## config.mk

```make
export PLATFORM = sky130hd
export DESIGN_NAME = mrc_core
export DESIGN_NICKNAME = d
export VERILOG_FILES = /design/src/verilog/mrc_pkg.sv /design/src/verilog/mrc_core.sv
export SDC_FILE = /design/constraint.sdc
export NUM_CORES = 1
export LEC_CHECK = 0
export CAP_MARGIN = 25
export CELL_PAD_IN_SITES_DETAIL_PLACEMENT = 0
export CELL_PAD_IN_SITES_GLOBAL_PLACEMENT = 2
export CORE_ASPECT_RATIO = 1.2
export CORE_MARGIN = 3
export CORE_UTILIZATION = 41
export CTS_BUF_LIST = sky130_fd_sc_hd__clkbuf_8 sky130_fd_sc_hd__clkbuf_16
export DETAILED_ROUTE_END_ITERATION = 8
export DONT_BUFFER_PORTS = 1
export PLACE_DENSITY_LB_ADDON = 0.25
export REMOVE_ABC_BUFFERS = 1
export SLEW_MARGIN = 20
export SYNTH_ARGS = -nofsm -noshare
export SYNTH_HDL_FRONTEND = slang
export SYNTH_SLANG_ARGS = --single-unit
```

## constraint.sdc

```tcl
create_clock -name core_clk -period 7.2 [get_ports core_clk]
set_clock_uncertainty 0.2 [all_clocks]
set_input_delay 0 -clock core_clk [delete_from_list [all_inputs] [get_ports core_clk]]
set_output_delay 0 -clock core_clk [all_outputs]
set_load 0.005 [all_outputs]
```

## src/verilog/mrc_pkg.sv

```systemverilog
// Package: constants for the mode register and calibration command block
package mrc_pkg;

  // ----------------------------------------------------------------------
  // Command decode and addresses
  // ----------------------------------------------------------------------
  localparam logic [7:0] MR_ADDR_TEMP   = 8'h04;
  localparam logic [7:0] MR_ADDR_PATA   = 8'h20;
  localparam logic [7:0] MR_ADDR_PATB   = 8'h28;
  localparam logic [7:0] MR_ADDR_ZQ     = 8'h0a;
  localparam logic [7:0] MR_ADDR_RESET  = 8'h3f;
  localparam logic [7:0] MR_ADDR_CTRL   = 8'h01;
  localparam logic [7:0] ZQ_CODE_INIT   = 8'hff;
  localparam logic [7:0] ZQ_CODE_LONG   = 8'hab;
  localparam logic [7:0] ZQ_CODE_SHORT  = 8'h56;
  localparam logic [7:0] ZQ_CODE_RESET  = 8'hc3;
  localparam logic [7:0] CTRL_RESET_VAL = 8'h00;

  // ----------------------------------------------------------------------
  // Calibration patterns, beat 0 in bit 0
  // ----------------------------------------------------------------------
  localparam logic [3:0] PAT_A = 4'h5;
  localparam logic [3:0] PAT_B = 4'hc;
  localparam logic [2:0] TEMP_HOT_CODE = 3'h3;

  // ----------------------------------------------------------------------
  // Timing
  // ----------------------------------------------------------------------
  localparam int CLK_PERIOD_NS  = 10;
  localparam int TSI_MS         = 32;
  localparam int TSI_CYC        = TSI_MS * 1000000 / CLK_PERIOD_NS;
  localparam int MRR_CYC        = 2;
  localparam int MRW_CYC        = 5;
  localparam int BURST_BEATS    = 4;
  localparam int ZQINIT_CYC     = 100000;
  localparam int ZQCL_CYC       = 36000;
  localparam int ZQCS_CYC       = 9000;
  localparam int ZQRESET_CYC    = 5;
  localparam int INIT_CYC       = 100;

  typedef enum logic [2:0] {
    MRC_IDLE, MRC_MRR, MRC_MRW, MRC_ZQ, MRC_RESET
  } mrc_state_type;

endpackage : mrc_pkg

```

## src/verilog/mrc_core.sv

```systemverilog
// Mode register write/read, DQ calibration, temp status and ZQ sequencing
`timescale 1ns/100ps
module mrc_core
  import mrc_pkg::*;
#(
  parameter int TSI_CYCLES    = TSI_CYC,
  parameter int ZQINIT_CYCLES = ZQINIT_CYC,
  parameter int ZQCL_CYCLES   = ZQCL_CYC,
  parameter int ZQCS_CYCLES   = ZQCS_CYC
) (
  input  wire logic        core_clk,
  input  wire logic        srst,
  input  wire logic        cs_n,
  input  wire logic [9:0]  ca_rise,
  input  wire logic [9:0]  ca_fall,
  input  wire logic        zq_tied_high,
  input  wire logic [2:0]  temp_sense,
  output logic [15:0]      dq_out,
  output logic             dq_oe,
  output logic [7:0]       ctrl_reg_q,
  output logic [2:0]       temp_status,
  output logic             mrw_busy,
  output logic             reset_busy,
  output logic             zq_busy,
  output logic [1:0]       zq_kind,
  output logic             drv_default
);

  // ----------------------------------------------------------------------
  // Input synchronisers for off-domain pins
  // ----------------------------------------------------------------------
  logic       zq_meta_reg, zq_sync_reg;
  logic [2:0] ts_meta_reg, ts_sync_reg;
  always_ff @(posedge core_clk) begin
    zq_meta_reg <= zq_tied_high;
    zq_sync_reg <= zq_meta_reg;
    ts_meta_reg <= temp_sense;
    ts_sync_reg <= ts_meta_reg;
  end

  // ----------------------------------------------------------------------
  // Command decode
  // ----------------------------------------------------------------------
  logic       is_mrw, is_mrr;
  logic [7:0] cmd_addr, cmd_data;
  assign is_mrw   = !cs_n && ca_rise[3:0] == 4'h0;
  assign is_mrr   = !cs_n && ca_rise[3:0] == 4'h8;
  assign cmd_addr = {ca_fall[1:0], ca_rise[9:4]};
  assign cmd_data = ca_fall[9:2];

  mrc_state_type state_reg;
  logic [16:0]   cnt_reg;
  logic [3:0]    pat_reg;
  logic [1:0]    beat_reg;
  logic          pat_sel_reg;
  logic          idle;
  assign idle = state_reg == MRC_IDLE;
  // Calibration or device reset starts on this edge
  logic zq_go, rst_go;
  assign zq_go  = idle && is_mrw && cmd_addr == MR_ADDR_ZQ && !zq_sync_reg &&
                  (cmd_data inside {ZQ_CODE_INIT, ZQ_CODE_LONG,
                                    ZQ_CODE_SHORT, ZQ_CODE_RESET});
  assign rst_go = idle && is_mrw && cmd_addr == MR_ADDR_RESET;

  // ----------------------------------------------------------------------
  // Sequencer: every command period ends on a count; NOPs are assumed
  // during it, so new commands are ignored until idle again
  // ----------------------------------------------------------------------
  always_ff @(posedge core_clk) begin
    if (srst) begin
      state_reg <= MRC_RESET;
      cnt_reg   <= 17'(INIT_CYC - 1);
      zq_kind   <= 2'h0;
    end else if (!idle) begin
      if (cnt_reg == 17'h0)
        state_reg <= MRC_IDLE;
      else
        cnt_reg <= cnt_reg - 17'h1;
    end else if (is_mrr) begin
      state_reg <= MRC_MRR;
      cnt_reg   <= 17'(MRR_CYC - 1);
    end else if (rst_go) begin
      state_reg <= MRC_RESET;
      cnt_reg   <= 17'(INIT_CYC - 1);
    end else if (zq_go) begin
      // With the pin strapped high or an unknown code it is a plain write
      state_reg <= MRC_ZQ;
      unique case (cmd_data)
        ZQ_CODE_INIT: begin
          zq_kind <= 2'h0;
          cnt_reg <= 17'(ZQINIT_CYCLES - 1);
        end
        ZQ_CODE_LONG: begin
          zq_kind <= 2'h1;
          cnt_reg <= 17'(ZQCL_CYCLES - 1);
        end
        ZQ_CODE_SHORT: begin
          zq_kind <= 2'h2;
          cnt_reg <= 17'(ZQCS_CYCLES - 1);
        end
        ZQ_CODE_RESET: begin
          zq_kind <= 2'h3;
          cnt_reg <= 17'(ZQRESET_CYC - 1);
        end
      endcase
    end else if (is_mrw) begin
      state_reg <= MRC_MRW;
      cnt_reg   <= 17'(MRW_CYC - 1);
    end
  end

  // ----------------------------------------------------------------------
  // Busy flags straight from flops
  // ----------------------------------------------------------------------
  always_ff @(posedge core_clk) begin
    if (srst) begin
      mrw_busy   <= 1'b0;
      reset_busy <= 1'b1;
      zq_busy    <= 1'b0;
    end else begin
      mrw_busy   <= state_reg == MRC_MRW && cnt_reg != 17'h0
                    || idle && is_mrw && !zq_go && !rst_go;
      reset_busy <= state_reg == MRC_RESET && cnt_reg != 17'h0
                    || rst_go;
      zq_busy    <= state_reg == MRC_ZQ && cnt_reg != 17'h0
                    || zq_go;
    end
  end

  // ----------------------------------------------------------------------
  // Writable control register; read-only addresses fall through
  // ----------------------------------------------------------------------
  always_ff @(posedge core_clk) begin
    if (srst || state_reg == MRC_RESET || rst_go)
      ctrl_reg_q <= CTRL_RESET_VAL;
    else if (idle && is_mrw && cmd_addr == MR_ADDR_CTRL)
      ctrl_reg_q <= cmd_data;
  end

  // Driver impedance defaults after reset, calibration reset or strap
  always_ff @(posedge core_clk) begin
    if (srst)
      drv_default <= 1'b1;
    else if (zq_sync_reg)
      drv_default <= 1'b1;
    else if (state_reg == MRC_ZQ && cnt_reg == 17'h0)
      drv_default <= zq_kind == 2'h3;
  end

  // ----------------------------------------------------------------------
  // Temperature status: sampled at a fixed period equal to the TSI_MS limit,
  // so a value read is no older than that period plus the two synchroniser cycles
  // ----------------------------------------------------------------------
  logic [31:0] tsi_cnt_reg;
  always_ff @(posedge core_clk) begin
    if (srst) begin
      tsi_cnt_reg <= 32'h0;
      temp_status <= 3'h0;
    end else if (tsi_cnt_reg >= 32'(TSI_CYCLES - 1)) begin
      tsi_cnt_reg <= 32'h0;
      temp_status <= ts_sync_reg;
    end else begin
      tsi_cnt_reg <= tsi_cnt_reg + 32'h1;
    end
  end

  // ----------------------------------------------------------------------
  // Read burst: four beats, pattern on all DQ for addresses 32 and 40
  // ----------------------------------------------------------------------
  logic [3:0] rd_pat;
  assign rd_pat = cmd_addr == MR_ADDR_PATA ? PAT_A : PAT_B;

  always_ff @(posedge core_clk) begin
    if (srst) begin
      dq_oe       <= 1'b0;
      dq_out      <= 16'h0;
      beat_reg    <= 2'h0;
      pat_reg     <= 4'h0;
      pat_sel_reg <= 1'b0;
    end else if (idle && is_mrr) begin
      dq_oe       <= 1'b1;
      beat_reg    <= 2'h1;
      pat_sel_reg <= cmd_addr == MR_ADDR_PATA || cmd_addr == MR_ADDR_PATB;
      pat_reg     <= rd_pat;
      if (cmd_addr == MR_ADDR_PATA || cmd_addr == MR_ADDR_PATB)
        dq_out <= {16{rd_pat[0]}};
      else if (cmd_addr == MR_ADDR_TEMP)
        dq_out <= {13'h0, temp_status};
      else
        dq_out <= {8'h0, ctrl_reg_q};
    end else if (dq_oe) begin
      beat_reg <= beat_reg + 2'h1;
      if (beat_reg == 2'h0)
        dq_oe <= 1'b0;
      if (pat_sel_reg)
        dq_out <= {16{pat_reg[beat_reg]}};
      else if (beat_reg == 2'h0)
        dq_out <= 16'h0;
    end
  end

  // ----------------------------------------------------------------------
  // Checks
  // ----------------------------------------------------------------------
  property p_burst_len;
    @(posedge core_clk) disable iff (srst)
      $rose(dq_oe) |-> dq_oe [*4] ##1 !dq_oe;
  endproperty
  a_burst_len: assert property (p_burst_len)
    else $error("read burst is not four beats");

  property p_pat_a;
    @(posedge core_clk) disable iff (srst)
      idle && is_mrr && cmd_addr == MR_ADDR_PATA |=>
        dq_out == 16'hffff ##1 dq_out == 16'h0 ##1 dq_out == 16'hffff
        ##1 dq_out == 16'h0;
  endproperty
  a_pat_a: assert property (p_pat_a)
    else $error("pattern A wrong");

  property p_pat_b;
    @(posedge core_clk) disable iff (srst)
      idle && is_mrr && cmd_addr == MR_ADDR_PATB |=>
        dq_out == 16'h0 ##1 dq_out == 16'h0 ##1 dq_out == 16'hffff
        ##1 dq_out == 16'hffff;
  endproperty
  a_pat_b: assert property (p_pat_b)
    else $error("pattern B wrong");

  property p_copy;
    @(posedge core_clk) disable iff (srst)
      dq_oe && pat_sel_reg |-> dq_out == {16{dq_out[0]}};
  endproperty
  a_copy: assert property (p_copy)
    else $error("DQ lines differ in pattern burst");

  property p_ro_write;
    @(posedge core_clk) disable iff (srst)
      idle && is_mrw && cmd_addr == MR_ADDR_TEMP |=> $stable(ctrl_reg_q);
  endproperty
  a_ro_write: assert property (p_ro_write)
    else $error("read-only write changed state");

  property p_mrw_take;
    @(posedge core_clk) disable iff (srst)
      idle && is_mrw && cmd_addr == MR_ADDR_CTRL |=>
        ctrl_reg_q == $past(cmd_data);
  endproperty
  a_mrw_take: assert property (p_mrw_take)
    else $error("write data not taken");

  property p_zq_strap;
    @(posedge core_clk) disable iff (srst)
      zq_sync_reg && idle && is_mrw && cmd_addr == MR_ADDR_ZQ |=>
        !zq_busy && state_reg != MRC_ZQ;
  endproperty
  a_zq_strap: assert property (p_zq_strap)
    else $error("calibration ran with strap high");

  property p_mrr_period;
    @(posedge core_clk) disable iff (srst)
      idle && is_mrr |=> !idle ##1 !idle ##1 idle;
  endproperty
  a_mrr_period: assert property (p_mrr_period)
    else $error("read period not two cycles");

  property p_tsi;
    @(posedge core_clk) disable iff (srst)
      tsi_cnt_reg == 32'(TSI_CYCLES - 1) |=>
        temp_status == $past(ts_sync_reg);
  endproperty
  a_tsi: assert property (p_tsi)
    else $error("temperature update interval exceeded");

endmodule : mrc_core

```

Word-level counts from Yosys, hierarchy flattened
Cells that the tools add are included. Widths: inputs -> output; s select.

$add $sub $neg: 3. Order comparisons: 2. Equal/unequal tests: 17. Mux-type cells: 28. Bitwise operators: 2. Reductions and logical operators: 41.

Operators by type and width (number): $mux 17 (6); $mux 16 (5); $pmux 17 s4 (1); $add 32x1->32 const B (1); $ge 32x22->1 const B (1); $eq 8x6->1 const B (3); $eq 8x8->1 const B (3); $mux 3 (6); $logic_not 17->1 (1); $reduce_bool 17->1 (1); $sub 17x1->17 const B (1); $logic_and 1x1->1 (15); $eq 8x1->1 const B (1); $eq 8x3->1 const B (1); $eq 8x4->1 const B (1); $eq 8x7->1 const B (1); $mux 8 (1); $pmux 2 s4 (1); $eq 3x2->1 const B (2); $logic_or 1x1->1 (6); $mux 1 (6); $reduce_and 2->1 (3); $reduce_or 2->1 (3); $ne 5x3->1 const B (1); other kinds (17) (22).

Bits in registers: 101. Bits of input ports: 27. Output and inout port bits: 34. Word-level logic and storage cells: 113.

Logic depth before layout (Yosys ltp)
Depth in word-level cells: 10. Mapped depth: 7. Mapped depth without buffers: 7.

Worst setup path before layout
No wires, ideal clock.

Path kind: reg2reg. Start point: reg cnt_reg[10]. End point: reg cnt_reg[13]. Setup time: 0.119 ns. Arrival time: 1.969 ns. Required time: 6.881 ns. Path slack: 4.913 ns. Stages on the path, launching flop included: 7. Path through: dfxtp_1 -> or4_1 -> nor4b_4 -> a31o_2 -> buf_2 -> a21oi_1 -> o221a_2.

Longest elaborated chain between the ends: 3. Elaborated cells on any way between the ends: 6.

Ends and longest elaborated chain: start, declared (RTL line mrc_core.sv:52) `logic [16:0] cnt_reg;`; start signal, assigned (RTL line mrc_core.sv:72) `cnt_reg <= 17'(INIT_CYC - 1);`; start signal, assigned (RTL line mrc_core.sv:78) `cnt_reg <= cnt_reg - 17'h1;`; start signal, assigned (RTL line mrc_core.sv:81) `cnt_reg <= 17'(MRR_CYC - 1);`; $sub 17x1->17 / $logic_not 17->1 (equally long branches) (RTL line mrc_core.sv:78, mrc_core.sv:75); $mux 17 / $ne 2x2->1 (equally long branches); $mux 17 / $reduce_and 2->1 (equally long branches).

Several ways; a longest one is shown, not always the timed one. The select of a mux whose other input is x is not followed. A chain may end at the register's enable or synchronous reset.

Worst setup path in the final report
Start point: in ca_rise[5]. End point: reg state_reg[0].

Longest elaborated chain between the ends: 8. Elaborated cells on any way between the ends: 12.

Ends and longest elaborated chain: start, declared (RTL line mrc_core.sv:14) `input wire logic [9:0] ca_rise,`; $eq 8x4->1 (RTL line mrc_core.sv:60) `assign zq_go = idle && is_mrw && cmd_addr == MR_ADDR_ZQ && !zq_sync_reg &&`; $logic_and 1x1->1 (3 in a row) (RTL line mrc_core.sv:60); $mux 3 (RTL line mrc_core.sv:85) `end else if (zq_go) begin`; $mux 3 (RTL line mrc_core.sv:82) `end else if (rst_go) begin`; $mux 3 (RTL line mrc_core.sv:79) `end else if (is_mrr) begin`; $mux 3 (RTL line mrc_core.sv:74) `end else if (!idle) begin`; end signal, assigned (RTL line mrc_core.sv:76) `state_reg <= MRC_IDLE;`; end signal, assigned (RTL line mrc_core.sv:80) `state_reg <= MRC_MRR;`; end signal, assigned (RTL line mrc_core.sv:83) `state_reg <= MRC_RESET;`; end, declared (RTL line mrc_core.sv:51) `mrc_state_type state_reg;`.

Several ways; a longest one is shown, not always the timed one.

==> impl_results.md <==
* Maximum clock rate at around 280 MHz
* Gp weighted congestion at about 0.79
* Delay-heaviest family, CP: buffers and inverters
* Crit path buf inv count at 4
* Ports at 61
* Port Buffers at 0
* Slowest cell delay on critical path at 0.61 ns
* FF+latch area at around 0.0019 mm²
* Internal power at just under 900 µW
* Routed WL per cell at 16.9 µm
* Max reg flops at 32
* Simple-gate portion of the synthesized area at a little over a quarter
* Critical path startpoint: ca_rise[5]
* XOR/XNOR Fraction of Synth Area at under 10%
* WP data arrival at around 3.7 ns
* Register area share after synthesis at 45.2%
* Hold buffers post-CTS at 32
* GRT overflow at 0
* Cell mode on critical path: dlygate4sd3_1
* NumNets Final at between 500 and 600
* First-pass GRT wire length at ~17 mm
* Crit-path cells: dlygate4sd3_1, nand2_1, dlygate4sd3_1, or4b_4, dlygate4sd3_1, a211oi_4, o211ai_1, a21oi_1, dlygate4sd3_1
* Required time of the worst setup path at approximately 7.3 ns
* Synth Flop Type: dfxtp_1
* CTS root buffer: clkbuf_16
* Top cell type by total area after synthesis: dfxtp_1
* R2r endpoint: state_reg[0]$_SDFFE_PP0P_
* Seq pwr share at a little under half
* EDFF count, synth at 0
* Clk slew on worst S/H paths at 0.07 ns
* Antenna Nets Post-Route at 0
* Worst setup path end: state_reg[0]$_SDFFE_PP0P_
* Layout overhead on the synthesized area at 18.5%
* Clock buffer depth at 2
* Crit path depth at 9
* Outcome: finished clean
* GR Util All Layers at between 10% and 20%
* Initial antenna violation count at 0
* Fillers at about 940
* Rel. slew slack at about two fifths
* R2R setup slack at 4.13 ns
* Net Sw Power at approximately 230 µW
* Final std cells w/o fill at between 600 and 700
* Area contributors post-synth: dfxtp_1 45%, nor2_1 6.0%, nand2_1 3.9%
* CTS tree: built
* Final setup viols at 0
* PnR worst setup slack at roughly 3.6 ns
* Synth cell types at 64
* Share of layout cells above drive strength 1 at between 8 and 9%
* Synth Warn # at 0
* Mux cell area share after synthesis at about 4.7%
* Hold Crit Depth at 1
* Area of the multi-input gates at 0.00216 mm²
* Worst path slowest cell: dlygate4sd3_1
* Largest net degree at the start of global routing at 35
* Startpoint Class: input port
* Setup CP Type: in -> reg
* Die W at just under 100 µm
* Max FO, Critical Path at 10
* Pre-CTS setup slack at around 4.6 ns
* DR vias at about 3.5k
* Max Slew Vio Count at 0
* WL final at between 10 and 15 mm
* TritonRoute pass-1 iters at 4
* RR Startpoint: zq_sync_reg$_DFF_P_
* Async SR Flop Fraction at 0%
* Clock sink total at between 90 and 100
* Net Sw Frac at about a fifth
* Worst-Skew Late Latency at ~0.34 ns
* Post-placement cell area at between 0.004 and 0.005 mm²
* Synthesized area per cell at 8.90 µm²
* Worst slew pin tran at 0.894 ns
* Post-CTS sizing at 0
* Clk pwr share at approximately half
* Worst VDD drop at approximately 0.12 mV
* Number of global-route vias before repair at ~3.4k
* Combinational power share at under 10%
* Vias per cell at about 5.6
* CTS H-tree depth at 3
* Post-synth top area share at between 40% and 50%
* R2R depth at 7
* Cts bufs inserted at 9
* Core area at just under 0.01 mm²
* Initial Util at about 43%
* Core Util, Final at 50.6%
* Adder-cell share of the synthesized area at under 10%
* FP Rows at 39
* Worst Setup End Kind: flop
* Placed cells at 573
* Final Hold Fails at 0
* Cell Area, Synth at around 0.0041 mm²
* Final instance area at just under 0.005 mm²
* Yosys reg bits at 93
* Cells after Synth at about 460
* Power per cell area at 229 mW/mm²
* Tmin final at around 3.6 ns
* Leak at 0.00169 µW
* # Post-CTS Setup Buffers at 0
* Die height at around 120 µm
* Unrepaired setup endpoints after global routing: no
* Iteration-0 DRC Markers at roughly 130
* Post-detail-place hpwl at slightly above 7 mm
* Post-route setup TNS at 0 ns
* Number of remaining DRC errors at 0
* Largest family of logic cells by synthesized area: simple AND/OR/NAND/NOR gates
* Final Cycle Share at approximately 50%
* Worst min path class: in -> reg
* Die ar. at roughly 0.011 mm²
* Max-cap violations at 0
* Compound-Gate Fraction of Synth Area at about 14%
* Diode count at 0
worst min path at each step:
stage,from,endpoint,slack (ns)
2_1_floorplan,temp_sense[0],ts_meta_reg[0]$_DFF_P_,-0.17
3_3_place_gp,temp_sense[2],ts_meta_reg[2]$_DFF_P_,-0.17
3_5_place_dp,temp_sense[2],ts_meta_reg[2]$_DFF_P_,-0.17
4_1_cts,zq_tied_high,zq_meta_reg$_DFF_P_,0.002
5_1_grt,zq_tied_high,zq_meta_reg$_DFF_P_,0.0003
6_report,zq_tied_high,zq_meta_reg$_DFF_P_,0.004
cell type report:
type | count | area share (%)
clock buffer | 9 | 4.61
clock inverter | 7 | 2.48
inverter | 8 | 0.614
multi-input combinational | 348 | 44.1
sequential | 93 | 38.1
tap | 123 | 3.15
timing repair buffer | 33 | 6.91
cell usage after synthesis (2+ instances only):
master / instances
o32ai_1: 4
a21boi_0: 2
or2_2: 2
o31a_1: 2
or4_2: 2
clkbuf_1: 15
nand2b_1: 5
mux2i_1: 16
nor3_2: 2
nand3_1: 18
ha_1: 4
o221a_2: 2
and2_1: 3
inv_1: 8
nand2_1: 43
xor2_1: 13
nor2_1: 66
or4_1: 4
and4_1: 2
nor3_1: 13
o21ai_0: 18
mux2_2: 3
o21a_1: 2
or3_1: 7
and3b_1: 3
buf_4: 7
a211oi_1: 8
a31oi_1: 5
nor4_1: 10
dfxtp_1: 93
nand4_1: 6
nor4bb_1: 3
xnor2_1: 10
and3_1: 5
a21oi_1: 26
a22oi_1: 2
nor2b_1: 2
cells by family (layout without fill, tap and decap cells):
kind of cell | count (synthesis) | in the layout
adder cells (fa/ha/maj) | 4 | 4
multiplexers | 19 | 19
buffers and inverters | 31 | 57
AND/OR/NAND/NOR | 207 | 207
flip-flops | 93 | 93
AO/OA/AOI/OAI | 85 | 85
XOR/XNOR | 23 | 23
other | 1 | 10
placed cells by master, fill, tap and decap left out, drive strengths merged, types with 3 or more instances in the layout:
cell,netlist,final
nand2b,5,5
bufinv,0,3
mux2i,16,16
or3,8,8
xor2,13,13
a31oi,5,5
or4,7,7
xnor2,10,10
nor3,15,15
o21ai,18,18
nand2,43,43
conb,1,10
nor4bb,3,3
a211oi,9,9
nor4,12,12
a21oi,26,26
and3,5,5
ha,4,4
dlygate4sd3,0,31
nor2,66,66
clkbuf,15,9
o32ai,4,4
nand3,18,18
dfxtp,93,93
mux2,3,3
and2,3,3
nand4,6,6
and3b,3,3
inv,8,10
power groups by stage:
stage	Sequential, µW	Combinational, µW	Clock (µW)
3_5_place_dp	540	22.1	0
2_1_floorplan	538	17.8	0
5_1_grt	529	46.0	586
6_report	528	41.5	549
3_3_place_gp	540	22.0	0
4_1_cts	528	41.2	561
routing by layer:
layer	wire [µm]	vias up	GRT usage, %
met5	0	-	0
met4	130	0	6.65
met3	371	11	4.70
met2	5300	47	33.3
met1	4700	1685	23.6
li1	-	1708	-
through the flow:
stage | hold slack [ns] | total power, µW
after global routing | 0.000344 | 1160
after detailed placement | -0.172 | 562
after floorplan | -0.172 | 556
final | 0.00384 | 1120
after CTS | 0.00173 | 1130
after global placement | -0.172 | 562
(Power assumes the default switching activity.)
